--- src/pkg/cfsup_pkg.sv ---
// Constants and carrier types for the charger fault supervisor.
package cfsup_pkg;

	// ==========================================================
	// Clock and time base
	localparam int CLK_MHZ = 100;
	localparam int TICK_US = 100; // Slow time base for protection timers
	localparam int TICK_CYCLES = TICK_US * CLK_MHZ;

	// ==========================================================
	// Timer figures in their own units, and derived tick counts
	localparam int WD_SHORT_S = 44;
	localparam int WD_MID_S = 88;
	localparam int WD_LONG_S = 175;
	localparam int WD_SHORT_TICKS = WD_SHORT_S * (1000000 / TICK_US);
	localparam int WD_MID_TICKS = WD_MID_S * (1000000 / TICK_US);
	localparam int WD_LONG_TICKS = WD_LONG_S * (1000000 / TICK_US);
	localparam int INPUT_OVERCURRENT_LATCH_BLANK_US = 4200;
	localparam int INPUT_OVERCURRENT_LATCH_BLANK_TICKS = INPUT_OVERCURRENT_LATCH_BLANK_US / TICK_US;
	localparam int OVP_LIMIT_US = 30000;
	localparam int OVP_LIMIT_TICKS = OVP_LIMIT_US / TICK_US;
	localparam int BATLOW_RESET_US = 1000;
	localparam int BATLOW_RESET_TICKS = BATLOW_RESET_US / TICK_US;
	localparam int BATLOW_RESTART_US = 4000; // Least of the 4-5 ms window
	localparam int BATLOW_RESTART_TICKS = (BATLOW_RESTART_US + TICK_US - 1) / TICK_US;
	localparam int SS_STEP_US = 240;
	localparam int SS_STEP_CYCLES = SS_STEP_US * CLK_MHZ;
	localparam int DEAD_NS = 30;
	localparam int DEAD_CYCLES = (DEAD_NS * CLK_MHZ + 999) / 1000;
	localparam int REFRESH_NS = 100;
	localparam int REFRESH_CYCLES = (REFRESH_NS * CLK_MHZ + 999) / 1000;
	localparam int TMR_W = 21;
	localparam int SW_CNT_W = 4;

	// ==========================================================
	// Option word layout
	localparam int OPT_INHIBIT_BIT = 0;
	localparam int OPT_INPUT_OVERCURRENT_LATCH_EN_BIT = 1;
	localparam int OPT_WD_LO = 13;
	localparam int OPT_WD_HI = 14;
	localparam logic [15:0] OPT_RESET = 16'h6002; // Watchdog long, input latch on
	localparam logic [1:0] WD_OFF = 2'h0;
	localparam logic [1:0] WD_SHORT = 2'h1;
	localparam logic [1:0] WD_MID = 2'h2;
	localparam logic [1:0] WD_LONG = 2'h3;

	// ==========================================================
	// Charge current figures in mA
	localparam logic [12:0] SS_START_MA = 13'h0080;
	localparam logic [12:0] SS_STEP_MA = 13'h0040;
	localparam logic [12:0] BATLOW_CAP_MA = 13'h01F4;
	localparam logic [12:0] PEAK_BAND1_MA = 13'h0BB8; // Below this the 6 A limit
	localparam logic [12:0] PEAK_BAND2_MA = 13'h1194; // Below this the 9 A limit
	localparam logic [1:0] PEAK_6A = 2'h0;
	localparam logic [1:0] PEAK_9A = 2'h1;
	localparam logic [1:0] PEAK_12A = 2'h2;

	// ==========================================================
	// Carriers
	typedef struct packed {
		logic batOverVoltage;  // Above 104 % of set-point
		logic batLow;          // Below 2.5 V
		logic avgCurrentLow;   // Average below 125 mA
		logic avgCurrentHigh;  // Average above 250 mA
		logic underCurrent;    // Sense below 5 mV
		logic peakOverCurrent; // Above selected peak limit
		logic bootstrapLow;    // Bootstrap below 4.3 V
		logic dieHot;          // Above 155 C
		logic dieCool;         // Below 135 C
		logic sysOverCurrent;  // Above 3.33x input limit
	} cfsup_flags_t;

	typedef struct packed {
		logic watchdogExpired;
		logic inputLatched;
		logic overVoltage;
		logic overVoltageOff;
		logic batteryLow;
		logic thermalStop;
		logic nonSync;
		logic charging;
	} cfsup_status_t;

	typedef enum logic [2:0] {
		SW_IDLE = 3'b000,
		SW_DEAD_HS = 3'b001,
		SW_HIGH = 3'b010,
		SW_DEAD_LS = 3'b011,
		SW_LOW = 3'b100
	} cfsup_sw_t;

	typedef enum logic [1:0] {
		BL_NORMAL = 2'b00,
		BL_LIMIT = 2'b01,
		BL_RESET = 2'b10
	} cfsup_bl_t;

endpackage : cfsup_pkg

--- src/cfsup_top.sv ---
// Charger fault supervisor: watchdog, switch sequencing and protections.
`timescale 1ns/1ns
module cfsup_top import cfsup_pkg::*; #(
	parameter int TICK_LEN = TICK_CYCLES,
	parameter int WD_SHORT_LEN = WD_SHORT_TICKS,
	parameter int WD_MID_LEN = WD_MID_TICKS,
	parameter int WD_LONG_LEN = WD_LONG_TICKS,
	parameter int SS_STEP_LEN = SS_STEP_CYCLES,
	parameter logic [12:0] PEAK_BAND1 = PEAK_BAND1_MA,
	parameter logic [12:0] PEAK_BAND2 = PEAK_BAND2_MA
) (
	// Clock and reset
	input wire logic core_clk,
	input wire logic rst_b,
	// Host writes
	input wire logic voltageLimitWrite,
	input wire logic [15:0] voltageLimitValue,
	input wire logic currentLimitWrite,
	input wire logic [12:0] currentLimitValue,
	input wire logic optionWrite,
	input wire logic [15:0] optionWordIn,
	// Converter inputs
	input wire logic cycleStart,
	input wire logic errorAboveRamp,
	input wire logic adapterPresent,
	input wire cfsup_flags_t flagsIn,
	// Switch and protection outputs
	output logic highSideSwitch,
	output logic lowSideSwitch,
	output logic inputPowerSwitch,
	output logic dischargeSink,
	output logic [1:0] peakLimitSel,
	output logic [12:0] currentTarget,
	// Status
	output logic [15:0] voltageLimitReg,
	output logic [12:0] currentLimitReg,
	output logic [15:0] optionWordReg,
	output cfsup_status_t status
);

	// ==========================================================
	// Flag synchroniser
	cfsup_flags_t syncA_reg, flags;
	always_ff @(posedge core_clk or negedge rst_b) begin
		if (!rst_b) begin
			syncA_reg <= '0;
			flags <= '0;
		end else begin
			syncA_reg <= flagsIn;
			flags <= syncA_reg;
		end
	end

	// ==========================================================
	// Protection and timer state
	logic [15:0] vlim_reg, vlim_next;
	logic [12:0] ilim_reg, ilim_next;
	logic [15:0] opt_reg, opt_next;
	logic [13:0] tickCnt_reg, tickCnt_next;
	logic tick;
	logic [TMR_W-1:0] wdCnt_reg, wdCnt_next;
	logic wdExp_reg, wdExp_next;
	logic [TMR_W-1:0] acocCnt_reg, acocCnt_next;
	logic acocLatch_reg, acocLatch_next;
	logic [TMR_W-1:0] ovpCnt_reg, ovpCnt_next;
	logic ovpOff_reg, ovpOff_next;
	cfsup_bl_t bl_reg, bl_next;
	logic [TMR_W-1:0] blCnt_reg, blCnt_next;
	logic therm_reg, therm_next;
	logic nonSync_reg, nonSync_next;
	logic [12:0] target_reg, target_next;
	logic [14:0] ssCnt_reg, ssCnt_next;
	logic run_reg;
	logic ovpActive, chargeRun, limitWrite;
	logic [1:0] wdSel;
	logic [TMR_W-1:0] wdLimit;
	logic [12:0] cap;

	assign tick = (tickCnt_reg == 14'(TICK_LEN - 1));
	assign limitWrite = voltageLimitWrite | currentLimitWrite;
	assign wdSel = opt_reg[OPT_WD_HI:OPT_WD_LO];
	assign ovpActive = flags.batOverVoltage && (vlim_reg != 16'h0000);
	// Battery-low cap never lifts a programmed limit that is already lower
	assign cap = (bl_reg != BL_NORMAL && ilim_reg > BATLOW_CAP_MA) ? BATLOW_CAP_MA : ilim_reg;

	// Every condition that must hold for the converter to run
	assign chargeRun = !opt_reg[OPT_INHIBIT_BIT] && !wdExp_reg && !ovpOff_reg
		&& !acocLatch_reg && !therm_reg && (bl_reg != BL_RESET)
		&& (vlim_reg != 16'h0000) && (ilim_reg != 13'h0000) && adapterPresent;

	always_comb begin
		unique case (wdSel)
			WD_SHORT: wdLimit = TMR_W'(WD_SHORT_LEN);
			WD_MID: wdLimit = TMR_W'(WD_MID_LEN);
			WD_LONG: wdLimit = TMR_W'(WD_LONG_LEN);
			WD_OFF: wdLimit = '0;
		endcase
	end

	// Next values of all protection state
	always_comb begin
		vlim_next = voltageLimitWrite ? voltageLimitValue : vlim_reg;
		ilim_next = currentLimitWrite ? currentLimitValue : ilim_reg;
		opt_next = optionWrite ? optionWordIn : opt_reg;
		tickCnt_next = tick ? 14'h0000 : tickCnt_reg + 14'h0001;
		// Watchdog: registers untouched on expiry, only charging stops
		wdCnt_next = wdCnt_reg;
		wdExp_next = wdExp_reg;
		if (limitWrite) begin
			wdCnt_next = '0;
			wdExp_next = 1'b0;
		end else if (optionWrite && optionWordIn[OPT_WD_HI:OPT_WD_LO] == WD_OFF) begin
			wdCnt_next = '0;
			wdExp_next = 1'b0;
		end else if (wdSel != WD_OFF && tick && !wdExp_reg) begin
			if (wdCnt_reg >= wdLimit - TMR_W'(1)) begin
				wdExp_next = 1'b1;
			end else begin
				wdCnt_next = wdCnt_reg + TMR_W'(1);
			end
		end
		// Input over-current: blanked, then latched until adapter gone
		acocCnt_next = flags.sysOverCurrent ? acocCnt_reg : '0;
		acocLatch_next = acocLatch_reg;
		if (flags.sysOverCurrent && opt_reg[OPT_INPUT_OVERCURRENT_LATCH_EN_BIT] && tick) begin
			if (acocCnt_reg >= TMR_W'(INPUT_OVERCURRENT_LATCH_BLANK_TICKS - 1)) begin
				acocLatch_next = 1'b1;
			end else begin
				acocCnt_next = acocCnt_reg + TMR_W'(1);
			end
		end
		if (!adapterPresent) begin
			acocLatch_next = 1'b0;
		end
		// Over-voltage persistence turns charging off until the adapter is removed
		ovpCnt_next = ovpActive ? ovpCnt_reg : '0;
		ovpOff_next = ovpOff_reg;
		if (ovpActive && tick) begin
			if (ovpCnt_reg >= TMR_W'(OVP_LIMIT_TICKS - 1)) begin
				ovpOff_next = 1'b1;
			end else begin
				ovpCnt_next = ovpCnt_reg + TMR_W'(1);
			end
		end
		if (!adapterPresent) begin
			ovpOff_next = 1'b0;
		end
		// Battery low sequence: limit, reset, wait, restart
		bl_next = bl_reg;
		blCnt_next = blCnt_reg;
		unique case (bl_reg)
			BL_NORMAL: begin
				blCnt_next = '0;
				if (flags.batLow) begin
					bl_next = BL_LIMIT;
				end
			end
			BL_LIMIT: begin
				if (!flags.batLow) begin
					bl_next = BL_NORMAL;
				end else if (tick) begin
					if (blCnt_reg >= TMR_W'(BATLOW_RESET_TICKS - 1)) begin
						bl_next = BL_RESET;
						blCnt_next = '0;
					end else begin
						blCnt_next = blCnt_reg + TMR_W'(1);
					end
				end
			end
			BL_RESET: begin
				if (tick) begin
					if (blCnt_reg >= TMR_W'(BATLOW_RESTART_TICKS - 1)) begin
						bl_next = flags.batLow ? BL_LIMIT : BL_NORMAL;
						blCnt_next = '0;
					end else begin
						blCnt_next = blCnt_reg + TMR_W'(1);
					end
				end
			end
			default: begin
				bl_next = BL_NORMAL;
				blCnt_next = '0;
			end
		endcase
		// Thermal hysteresis
		therm_next = therm_reg;
		if (flags.dieHot) begin
			therm_next = 1'b1;
		end else if (flags.dieCool) begin
			therm_next = 1'b0;
		end
		// Synchronous / non-synchronous hysteresis
		nonSync_next = nonSync_reg;
		if (flags.avgCurrentLow || flags.batLow) begin
			nonSync_next = 1'b1;
		end else if (flags.avgCurrentHigh) begin
			nonSync_next = 1'b0;
		end
		// Soft-start ramps the target every time charging starts
		target_next = target_reg;
		ssCnt_next = ssCnt_reg;
		if (!chargeRun) begin
			target_next = '0;
			ssCnt_next = '0;
		end else if (!run_reg) begin
			target_next = (SS_START_MA < cap) ? SS_START_MA : cap;
			ssCnt_next = '0;
		end else if (target_reg > cap) begin
			target_next = cap;
		end else if (ssCnt_reg >= 15'(SS_STEP_LEN - 1)) begin
			ssCnt_next = '0;
			target_next = (cap - target_reg > SS_STEP_MA) ? target_reg + SS_STEP_MA : cap;
		end else begin
			ssCnt_next = ssCnt_reg + 15'h0001;
		end
	end

	always_ff @(posedge core_clk or negedge rst_b) begin
		if (!rst_b) begin
			vlim_reg <= '0;
			ilim_reg <= '0;
			opt_reg <= OPT_RESET;
			tickCnt_reg <= '0;
			wdCnt_reg <= '0;
			wdExp_reg <= 1'b0;
			acocCnt_reg <= '0;
			acocLatch_reg <= 1'b0;
			ovpCnt_reg <= '0;
			ovpOff_reg <= 1'b0;
			bl_reg <= BL_NORMAL;
			blCnt_reg <= '0;
			therm_reg <= 1'b0;
			nonSync_reg <= 1'b0;
			target_reg <= '0;
			ssCnt_reg <= '0;
			run_reg <= 1'b0;
		end else begin
			vlim_reg <= vlim_next;
			ilim_reg <= ilim_next;
			opt_reg <= opt_next;
			tickCnt_reg <= tickCnt_next;
			wdCnt_reg <= wdCnt_next;
			wdExp_reg <= wdExp_next;
			acocCnt_reg <= acocCnt_next;
			acocLatch_reg <= acocLatch_next;
			ovpCnt_reg <= ovpCnt_next;
			ovpOff_reg <= ovpOff_next;
			bl_reg <= bl_next;
			blCnt_reg <= blCnt_next;
			therm_reg <= therm_next;
			nonSync_reg <= nonSync_next;
			target_reg <= target_next;
			ssCnt_reg <= ssCnt_next;
			run_reg <= chargeRun;
		end
	end

	// ==========================================================
	// Switch sequencer
	cfsup_sw_t sw_reg, sw_next;
	logic [SW_CNT_W-1:0] swCnt_reg, swCnt_next;
	logic ocp_reg, ocp_next;
	logic refresh_reg, refresh_next;
	logic lowAllowed, blockAll;

	// Over-voltage and a stopped converter block both switches
	assign blockAll = ovpActive || !run_reg;
	assign lowAllowed = !nonSync_reg && (bl_reg == BL_NORMAL);

	always_comb begin
		sw_next = sw_reg;
		swCnt_next = swCnt_reg;
		refresh_next = refresh_reg;
		// Set beats the cycle-start clear so a late trip is not lost
		ocp_next = flags.peakOverCurrent ? 1'b1 : (cycleStart ? 1'b0 : ocp_reg);
		unique case (sw_reg)
			SW_IDLE: begin
				swCnt_next = '0;
				refresh_next = 1'b0;
				if (!blockAll && flags.bootstrapLow) begin
					sw_next = SW_LOW;
					refresh_next = 1'b1;
				end else if (!blockAll && cycleStart && errorAboveRamp
						&& !flags.peakOverCurrent) begin
					sw_next = SW_DEAD_HS;
				end
			end
			SW_DEAD_HS: begin
				swCnt_next = swCnt_reg + SW_CNT_W'(1);
				if (blockAll || ocp_reg || !errorAboveRamp) begin
					sw_next = SW_IDLE;
				end else if (swCnt_reg >= SW_CNT_W'(DEAD_CYCLES - 1)) begin
					sw_next = SW_HIGH;
				end
			end
			SW_HIGH: begin
				swCnt_next = '0;
				if (blockAll || ocp_reg || flags.peakOverCurrent || !errorAboveRamp
						|| flags.bootstrapLow) begin
					sw_next = SW_DEAD_LS;
					refresh_next = flags.bootstrapLow;
				end
			end
			SW_DEAD_LS: begin
				swCnt_next = swCnt_reg + SW_CNT_W'(1);
				if (swCnt_reg >= SW_CNT_W'(DEAD_CYCLES - 1)) begin
					swCnt_next = '0;
					if (!blockAll && (lowAllowed || refresh_reg)) begin
						sw_next = SW_LOW;
					end else begin
						sw_next = SW_IDLE;
					end
				end
			end
			SW_LOW: begin
				swCnt_next = swCnt_reg + SW_CNT_W'(1);
				if (blockAll) begin
					sw_next = SW_IDLE;
				end else if (refresh_reg) begin
					if (swCnt_reg >= SW_CNT_W'(REFRESH_CYCLES - 1)) begin
						sw_next = SW_IDLE;
						swCnt_next = '0;
					end
				end else if (cycleStart) begin
					sw_next = SW_DEAD_HS;
					swCnt_next = '0;
				end else if (flags.underCurrent || !lowAllowed) begin
					sw_next = SW_IDLE;
				end
			end
			default: sw_next = SW_IDLE;
		endcase
	end

	always_ff @(posedge core_clk or negedge rst_b) begin
		if (!rst_b) begin
			sw_reg <= SW_IDLE;
			swCnt_reg <= '0;
			ocp_reg <= 1'b0;
			refresh_reg <= 1'b0;
		end else begin
			sw_reg <= sw_next;
			swCnt_reg <= swCnt_next;
			ocp_reg <= ocp_next;
			refresh_reg <= refresh_next;
		end
	end

	// ==========================================================
	// Outputs
	always_comb begin
		if (ilim_reg < PEAK_BAND1) begin
			peakLimitSel = PEAK_6A;
		end else if (ilim_reg < PEAK_BAND2) begin
			peakLimitSel = PEAK_9A;
		end else begin
			peakLimitSel = PEAK_12A;
		end
	end

	// Switch drives decode straight from the state, so never both on
	assign highSideSwitch = (sw_reg == SW_HIGH);
	assign lowSideSwitch = (sw_reg == SW_LOW);
	assign inputPowerSwitch = adapterPresent && !acocLatch_reg;
	assign dischargeSink = ovpActive;
	assign currentTarget = target_reg;
	assign voltageLimitReg = vlim_reg;
	assign currentLimitReg = ilim_reg;
	assign optionWordReg = opt_reg;
	assign status = '{watchdogExpired: wdExp_reg, inputLatched: acocLatch_reg,
		overVoltage: ovpActive, overVoltageOff: ovpOff_reg,
		batteryLow: (bl_reg != BL_NORMAL), thermalStop: therm_reg,
		nonSync: nonSync_reg, charging: run_reg};

endmodule : cfsup_top

--- config.mk ---
export PLATFORM = sky130hd
export DESIGN_NAME = cfsup_top
export DESIGN_NICKNAME = d
export VERILOG_FILES = /design/src/pkg/cfsup_pkg.sv /design/src/cfsup_top.sv
export SDC_FILE = /design/constraint.sdc
export NUM_CORES = 1
export LEC_CHECK = 0
export BUFFER_PORTS_ARGS = -buffer_cell sky130_fd_sc_hd__buf_2
export CORE_ASPECT_RATIO = 0.6
export CORE_UTILIZATION = 53
export DETAILED_ROUTE_END_ITERATION = 8
export PLACE_DENSITY = 0.77
export RECOVER_POWER = 100
export REMOVE_ABC_BUFFERS = 1
export SLEW_MARGIN = 40
export SYNTH_ARGS = -nofsm -noshare
export SYNTH_HDL_FRONTEND = slang
export SYNTH_SLANG_ARGS = --single-unit
--- constraint.sdc ---
create_clock -name core_clk -period 3.6 [get_ports core_clk]
set_input_delay 0.36 -clock core_clk [delete_from_list [all_inputs] [get_ports core_clk]]
set_output_delay 0.36 -clock core_clk [all_outputs]
set_load 0.01 [all_outputs]
* Word level (Yosys, flattened, before mapping)
Cells that the tools add are included.
** Storage, ports and cells
- Bits in registers :: 208
- Input port bits :: 63
- Output and inout bits :: 72
- Logic and storage cells :: 241
** Cells by class
- Add/sub/neg operators :: 10
- $lt $le $gt $ge :: 14
- Eq/ne operators :: 31
- Mux-type cells :: 77
- Bitwise operators :: 1
- Reduce and logical (&&, ||, !) cells :: 67
** Operators with widths (number)
- $mux W21 :: 15
- $mux W13 :: 7
- $add A21 B1 Y21 const B :: 4
- $pmux W21 S4 :: 1
- $mux W15 :: 4
- $ge A21 B6 Y1 const B :: 2
- $pmux W21 S2 :: 1
- $mux W3 :: 12
- $logic_and A1 B1 Y1 :: 23
- $ge A21 B21 Y1 :: 1
- $ge A21 B4 Y1 const B :: 1
- $ge A21 B9 Y1 const B :: 1
- $sub A21 B1 Y21 const B :: 1
- $mux W4 :: 5
- $mux W1 :: 19
- $ne A3 B3 Y1 const B :: 6
- $mux W2 :: 8
- $pmux W4 S4 :: 1
- $reduce_bool A16 Y1 :: 1
- $add A15 B1 Y15 const B :: 1
- $ge A15 B15 Y1 const B :: 1
- $pmux W3 S5 :: 1
- $add A14 B1 Y14 const B :: 1
- $eq A14 B14 Y1 const B :: 1
- 37 further kinds :: 82

* Logic depth before layout (Yosys ltp)
Gate-level depths: netlist (run 1).
- Depth after elaboration :: 10
- Depth in mapped cells :: 17
- Mapped depth without buffers :: 16

* Worst setup path after synthesis (run 1)
OpenSTA, ideal clock, no wires.
- Path kind :: reg2reg
- Start point :: register ilim_reg[2] (netlist: currentLimitReg[2])
- End point :: register target_reg[6] (netlist: currentTarget[6])
- Library setup time :: 121 ps
- Arrival time :: 3764 ps
- Required time :: 3479 ps
- Path slack :: -285 ps
- Stages on the path, launching flop included :: 17
- Path buffers :: 0
- Period minus slack after synthesis :: 3885 ps
- Cell sequence :: dfrtp_1 o21ai_0 a211o_1 a21oi_1 nand2b_1 ha_1 inv_1 fa_1 a21oi_1 nand4b_1 a31o_2 a21oi_1 nor4_1 nand4bb_1 nand2_1 mux2_2 a22o_1
** Between the ends
- Cells in the longest elaborated chain, start to end :: 10
- Elaborated cells on any way between the ends :: 17
- Those cells by class :: add/sub: 1; order compare: 4; eq/ne: 1; mux: 7; reduce/logical: 4
** Ends and longest elaborated chain
- start: declaration :: line cfsup_top.sv:57 : logic [12:0] ilim_reg, ilim_next;
- start signal: assignment :: line cfsup_top.sv:239 : ilim_reg <= ilim_next;
- $gt A13 B9 Y1 :: line cfsup_top.sv:84 : assign cap = (bl_reg != BL_NORMAL && ilim_reg > BATLOW_CAP_MA) ? BATLOW_CAP_MA : ilim_reg;
- $logic_and A1 B1 Y1 :: line cfsup_top.sv:84
- $mux W13 :: line cfsup_top.sv:84
- $sub A13 B13 Y13 :: line cfsup_top.sv:212 : target_next = (cap - target_reg > SS_STEP_MA) ? target_reg + SS_STEP_MA : cap;
- $gt A13 B7 Y1 :: line cfsup_top.sv:212
- $mux W13 :: line cfsup_top.sv:212
- $mux W13 :: line cfsup_top.sv:210 : end else if (ssCnt_reg >= 15'(SS_STEP_LEN - 1)) begin
- $mux W13 :: line cfsup_top.sv:208 : end else if (target_reg > cap) begin
- $mux W13 :: line cfsup_top.sv:205 : end else if (!run_reg) begin
- $mux W13 :: line cfsup_top.sv:202 : if (!chargeRun) begin
- end signal: assignment :: line cfsup_top.sv:252 : target_reg <= target_next;
- end: declaration :: line cfsup_top.sv:71 : logic [12:0] target_reg, target_next;
Parallel ways exist; a longest one is shown, timed or not. The select of a mux whose other input is x is not followed.
A chain may end at the register's enable or synchronous reset.

* Worst setup path after layout (run 1)
- Start point :: register ilim_reg[9] (netlist: currentLimitReg[9])
- End point :: register target_reg[5] (netlist: currentTarget[5])
The elaborated chain is that of the path after synthesis.

==> out/metrics.yaml, run 1 <==
outcome: "complete, but fails checks"
failed_checks: "max-capacitance violations, max-slew violations"
coreArea_um2: 19300
slowest_delay_ps: 480
fmax_ghz: 0.281
slew_viol_final: 82
cts_buffers: 21
rsz0062_at_grt: "true"
hold_depth: 3
rows: 39
worst_hold_path.endpoint: "optionWordReg[13]$_DFFE_PN1P_"
path_clk_slew_ps: 70
p_per_area_nw_per_um2: 551
postRouteAntennaNets: 0
start_kind: "flip-flop"
hp-class: "in2reg"
grt_pass1_vias: 8376
dr.pass1.iters: 5
nFillCells: 1508
min_period_over_period_pct: 98.8
rr_worst_depth: 15
seq_area_frac_synth_pct: 49.0
cp-end-kind: "flip-flop"
grt_usage_pct: 26.2
avgRoutedWirePerCell_um: 17.3
synthFlopType: "dfrtp_1"
finalSetupViolations: 0
timing.final.ws_setup_ps: 43.4
die_x_um: 185
hpwl_um: 18600
crit_fanout: 7
clk_latency_ps: 510
async_flop_share_pct: 100
ctsRootBufferMaster: "clkbuf_16"
crit_slowest_cell: "nor2b_1"
power_w: 0.00716
drcViolationCount: 0
cts_max_level: 1
cts.sinks: 208
synth_top_area_share_pct: 48.3
diodes: 0
drt_iter0_markers: 647
area_delta_synth_final_pct: 22.4
fin_util_pct: 67.3
r2r_start: "currentLimitReg[9]$_DFFE_PN0P_"
hp-start: "optionWordIn[13]"
slew_headroom_pct: -29.1
yosys_register_bits: 208
crit_required_ps: 4040
drt-total-wl_um: 26600
r2r_slack_ps: 40
clk_path_buf_depth: 3
grt_overflow: 0
final_area_um2: 13000
synth_edf_count: 0
final_common_cell: "dfrtp_1"
fin_nets: 1369
final_cell_mix: "205 x dfrtp_1, 103 x nor2_1, 89 x buf_2"
syn_inst: 1045
worstPathArrival_ps: 3990
fin_tns_setup_ps: 0
vias_per_cell: 5.69
final.setup_skew_ps: 15.1
synth_warnings: 0
path_common_cell: "nor2b_1"
grt_max_degree: 82
cts_tree: "done"
peakVddDrop_mv: 0.311
gp_congestion: 0.979
worstMarginPinSlew_ps: 1940
synth_cell_types: 76
grt_first_pass_wirelength_um: 43200
post_dp_cell_area_um2: 12000
detailedPlace.worstSlack_ps: -350
die_area_um2: 20600
drv_cap: 1
avgSynthCellArea_um2: 10.2
io_buffers: 134
crit_chain: "nor4_2 > buf_4 > a21oi_4 > nor2b_1 > ha_1 > nor2b_1 > o2111ai_1 > buf_4 > a21oi_2 > o211ai_1 > a21oi_2 > nand2b_1 > a21oi_1 > nor2b_1 > a32o_1"
netlist.top_cell.by_area: "dfrtp_1"
path_class: "reg2reg"
initial_core_util_pct: 55.0
die_height_um: 112
layout_min_cycle_time_ps: 3560
synthTopCellsByArea: "dfrtp_1 48%, ha_1 5.9%, mux2_2 4.7%"
drive_gt1_share_pct: 22.8
finalHoldViolCount: 0
ios: 135
timing.rr.end: "currentTarget[5]$_DFFE_PN0P_"
leakagePower_nw: 5.90
syn_area_um2: 10600
antenna_found_initial: 0
vias: 8723
## power by group
group / total [W] / switching [W] / internal (W)
logic: 0.00245 / 0.00135 / 0.00109
registers: 0.00256 / 0.000108 / 0.00245
clock network: 0.00216 / 0.000909 / 0.00125
## metrics by stage
step,hold slack [ps],cells
floorplan,64.4,1013
global placement,334,1480
detailed placement,335,1480
CTS,71.1,1532
global route,79.9,1534
finish,83.0,1534
## worst max-delay path, delay by kind of cell, from the launching register on
family / cells / cell delay [ps]
AOI/OAI and AO/OA: 7 / 1120
buffers and inverters: 2 / 360
and+or+nand+nor: 5 / 1310
adders and majority gates: 1 / 300
DFF: 1 / 390
## Yosys cell counts, drive strengths merged, types with 3 or more instances
master / count
a211o: 4
a211oi: 11
a21o: 15
a21oi: 49
a22o: 5
a311oi: 3
a31oi: 15
a32o: 6
and2: 42
and3: 22
and4: 6
buf: 15
clkbuf: 17
dfrtp: 205
dfstp: 3
ha: 50
inv: 41
mux2: 44
mux2i: 5
nand2: 70
nand2b: 12
nand3: 47
nand4: 20
nand4b: 4
nor2: 105
nor2b: 14
nor3: 18
nor3b: 6
nor4: 20
nor4b: 3
o211ai: 3
o21a: 5
o21ai: 57
o21bai: 4
o31a: 3
o31ai: 7
or2: 8
or3: 3
or4: 5
xnor2: 25
xor2: 22
## cell families (layout without fill, tap and decap cells)
family,count (synthesis),in the layout,share of synthesized area (%)
buf+inv,73,296,2.91
fa+ha+maj,51,51,6.08
compound gates,207,207,12.7
other cells,1,1,0.0353
xor+xnor,47,47,3.87
mux,49,49,5.13
flops,208,208,49.0
simple gates,409,409,20.3
## routing by layer
metal | share of wire, % | track usage [%]
met2 | 44 | 39.2
met4 | 1.3 | 5.23
met1 | 47 | 39.6
met3 | 6.9 | 4.94
met5 | 0 | 0
## worst max path at each step
stage                                          startpoint                           end  slack (ps)  depth (start not counted)
after floorplan            currentLimitReg[2]$_DFFE_PN0P_  currentTarget[6]$_DFFE_PN0P_        -290                         16
after global placement     currentLimitReg[1]$_DFFE_PN0P_  currentTarget[0]$_DFFE_PN0P_        -190                         16
after detailed placement   currentLimitReg[9]$_DFFE_PN0P_  currentTarget[7]$_DFFE_PN0P_        -350                         15
after CTS                 currentLimitReg[12]$_DFFE_PN0P_  currentTarget[0]$_DFFE_PN0P_         0.4                         17
after global routing       currentLimitReg[9]$_DFFE_PN0P_  currentTarget[4]$_DFFE_PN0P_        -120                         15
final                      currentLimitReg[9]$_DFFE_PN0P_  currentTarget[5]$_DFFE_PN0P_          40                         15
## final cells by class
type	count	area (um^2)	share of cell area, %
clock buffer	29	606	4.66
clock inverter	7	67.6	0.520
inverter	41	154	1.18
multi-input combinational	764	5390	41.4
sequential	208	5210	40.1
tap	266	333	2.56
timing repair buffer	219	1250	9.58
## timing repair
action | 4_1_cts | 5_1_grt
resized for setup | 30 | 23
hold buffers | 11 | 0
setup buffers | 5 | 4
pin swaps | 9 | 16
endpoints found under the hold margin | 87 | 0
setup endpoints to repair | 22 | 24
No activity file was read; power rests on OpenSTA's default activity.
==> run 2: changes to the inputs <==
CORE_MARGIN = 1   (was unset)
HOLD_SLACK_MARGIN = 0.15   (was unset)
==> run 2 against run 1 <==
Against the previous run:
- the flow still finishes with violations (max-capacitance violations, max-slew violations)
- sequential cell count unchanged
- count of clock-buffer cells in the layout unchanged
- combinational power up 2%
- via count up 2.8%
- critical path depth unchanged
- hold slack better by 87 ps
- largest cell class unchanged
- largest power group unchanged
==> out/metrics.yaml, run 2 (synthesized netlist as in run 1, its figures left out) <==
final_common_cell: "dfrtp_1"
hp-class: "in2reg"
ctsRootBufferMaster: "clkbuf_16"
rsz0062_at_grt: "true"
die_height_um: 112  # unchanged
grt_pass1_vias: 8689  # +3.7%
initial_core_util_pct: 55.0  # unchanged
timing.rr.end: "currentTarget[5]$_DFFE_PN0P_"
outcome: "complete, but fails checks"
die_area_um2: 20600  # unchanged
path_clk_slew_ps: 70  # about the same
vias: 8966  # +2.8%
avgRoutedWirePerCell_um: 17.4  # +0.45%
rows: 39  # unchanged
cp-end-kind: "flip-flop"
clk_path_buf_depth: 3  # unchanged
cts_max_level: 1  # unchanged
diodes: 0  # unchanged
crit_fanout: 7  # unchanged
dr.pass1.iters: 6  # +1
slew_viol_final: 82  # unchanged
cts_buffers: 21  # unchanged
cts_tree: "done"
path_class: "reg2reg"
start_kind: "flip-flop"
drt-total-wl_um: 27500  # +3.5%
final_cell_mix: "205 x dfrtp_1, 103 x nor2_1, 91 x buf_2"
fmax_ghz: 0.280  # -0.48%
rr_worst_depth: 15  # unchanged
io_buffers: 134  # unchanged
finalHoldViolCount: 0  # unchanged
leakagePower_nw: 6.10  # +3.4%
p_per_area_nw_per_um2: 536  # -2.8%
final.setup_skew_ps: 12.5  # -2.66 ps
failed_checks: "max-capacitance violations, max-slew violations"
internal-power_w: 0.00482  # +0.68%
slew_headroom_pct: -30.5  # -1.4 points
grt_max_degree: 82  # unchanged
r2r_slack_ps: 30  # -20 ps
clk_latency_ps: 500  # about the same
seqPwrFrac_pct: 35.5  # -0.2 points
postRouteAntennaNets: 0  # unchanged
peakVddDrop_mv: 0.310  # -0.27%
grt_first_pass_wirelength_um: 44600  # +3.3%
area_delta_synth_final_pct: 26.8
die_x_um: 185  # unchanged
crit_required_ps: 4040  # about the same
vias_per_cell: 5.67  # -0.21%
nFillCells: 1433  # -5.0%
r2r_start: "currentLimitReg[9]$_DFFE_PN0P_"
finalSetupViolations: 0  # unchanged
ios: 135  # unchanged
instances_no_fill: 1580  # +3.0%
grt_overflow: 0  # unchanged
drv_cap: 1  # unchanged
drt_iter0_markers: 640  # -1.1%
post_dp_cell_area_um2: 12000  # unchanged
grt_usage_pct: 27.1  # +0.88 points
layout_min_cycle_time_ps: 3570  # +17.2 ps
p_clk_share_pct: 30.0  # about the same
sw_frac_of_total_pct: 33.1  # about the same
antenna_found_initial: 0  # unchanged
coreArea_um2: 19300  # unchanged
cts.sinks: 208  # unchanged
gp_congestion: 0.979  # unchanged
final_area_um2: 13500  # +3.6%
fin_nets: 1415  # +3.4%
hpwl_um: 18600  # unchanged
power_switching_w: 0.00239  # +0.78%
hold_depth: 3  # unchanged
worstPathArrival_ps: 4010  # +20 ps
drive_gt1_share_pct: 22.1  # -0.65 points
min_period_over_period_pct: 99.3  # +0.48 points
worst_hold_path.endpoint: "ocp_reg$_DFFE_PN0P_"
hp-start: "cycleStart"
dp.cells: 1480  # unchanged
whs_ps: 170  # +87.2 ps
drcViolationCount: 0  # unchanged
worstMarginPinSlew_ps: 1960  # +20.6 ps
p_comb_share_pct: 34.5  # +0.4 points
[run 2: what timing repair did]
item | CTS | global route
endpoints found under the setup margin | 22 | 24
hold buffers | 57 | 0
pin swaps | 9 | 16
buffers inserted | 5 | 4
hold endpoints to repair | 134 | 0
gates cloned | 0 | 0
resized for setup | 30 | 23
[run 2: power groups by stage]
stage,clock (W),sequential [W],combinational [W]
2_1_floorplan,0,0.00261,0.00114
3_3_place_gp,0,0.00259,0.00199
3_5_place_dp,0,0.00260,0.00204
4_1_cts,0.00219,0.00256,0.00232
5_1_grt,0.00230,0.00257,0.00269
6_report,0.00216,0.00256,0.00249
[run 2: worst max path at each step]
stage,endpoint,cells past startpoint,from,slack [ps]
detailed placement,currentTarget[7]$_DFFE_PN0P_,15,currentLimitReg[9]$_DFFE_PN0P_,-350
CTS,currentTarget[0]$_DFFE_PN0P_,17,currentLimitReg[12]$_DFFE_PN0P_,0.4
floorplan,currentTarget[6]$_DFFE_PN0P_,16,currentLimitReg[2]$_DFFE_PN0P_,-290
global route,currentTarget[4]$_DFFE_PN0P_,15,currentLimitReg[9]$_DFFE_PN0P_,-120
global placement,currentTarget[0]$_DFFE_PN0P_,16,currentLimitReg[1]$_DFFE_PN0P_,-190
finish,currentTarget[5]$_DFFE_PN0P_,15,currentLimitReg[9]$_DFFE_PN0P_,30
[run 2: per-layer routing]
metal | global-route usage [%] | part of all wire [%] | vias up | routed length, um
met5 | 0 | 0 | - | 0
met3 | 4.97 | 6.2 | 42 | 1690
met1 | 40.1 | 47 | 4393 | 12900
met2 | 41.1 | 45 | 269 | 12400
met4 | 6.72 | 1.9 | 0 | 525
li1 | - | - | 4262 | -
[run 2: stage by stage]
step / util [%] / total power, W / TNS, ps / setup WS (ps)
2_1_floorplan: - / 0.00375 / -2490 / -285
3_3_place_gp: 62.1 / 0.00458 / -1410 / -189
3_5_place_dp: 62.1 / 0.00464 / -3740 / -350
4_1_cts: 69.6 / 0.00707 / 0 / 0.386
5_1_grt: 69.7 / 0.00756 / -951 / -124
6_report: 69.7 / 0.00721 / 0 / 26.2
[run 2: layout make-up]
cell class                      instances  area, um^2  area share (%)
Sequential cell                       208        5210            38.7
Inverter                               41         154            1.14
Clock inverter                          7        67.6           0.502
Timing Repair Buffer                  265        1710            12.7
Clock buffer                           29         606            4.50
Tap cell                              266         333            2.47
Multi-Input combinational cell        764        5390            40.0
[run 2: worst max-delay path, cell delays in order, from the launching register on]
cell,delay [ps]
dfrtp_1,390
nor4_2,270
buf_4,170
a21oi_4,60
nor2b_1,280
ha_1,300
nor2b_1,150
o2111ai_1,240
buf_4,190
a21oi_2,70
o211ai_1,270
a21oi_2,140
nand2b_1,130
a21oi_1,80
nor2b_1,490
a32o_1,260
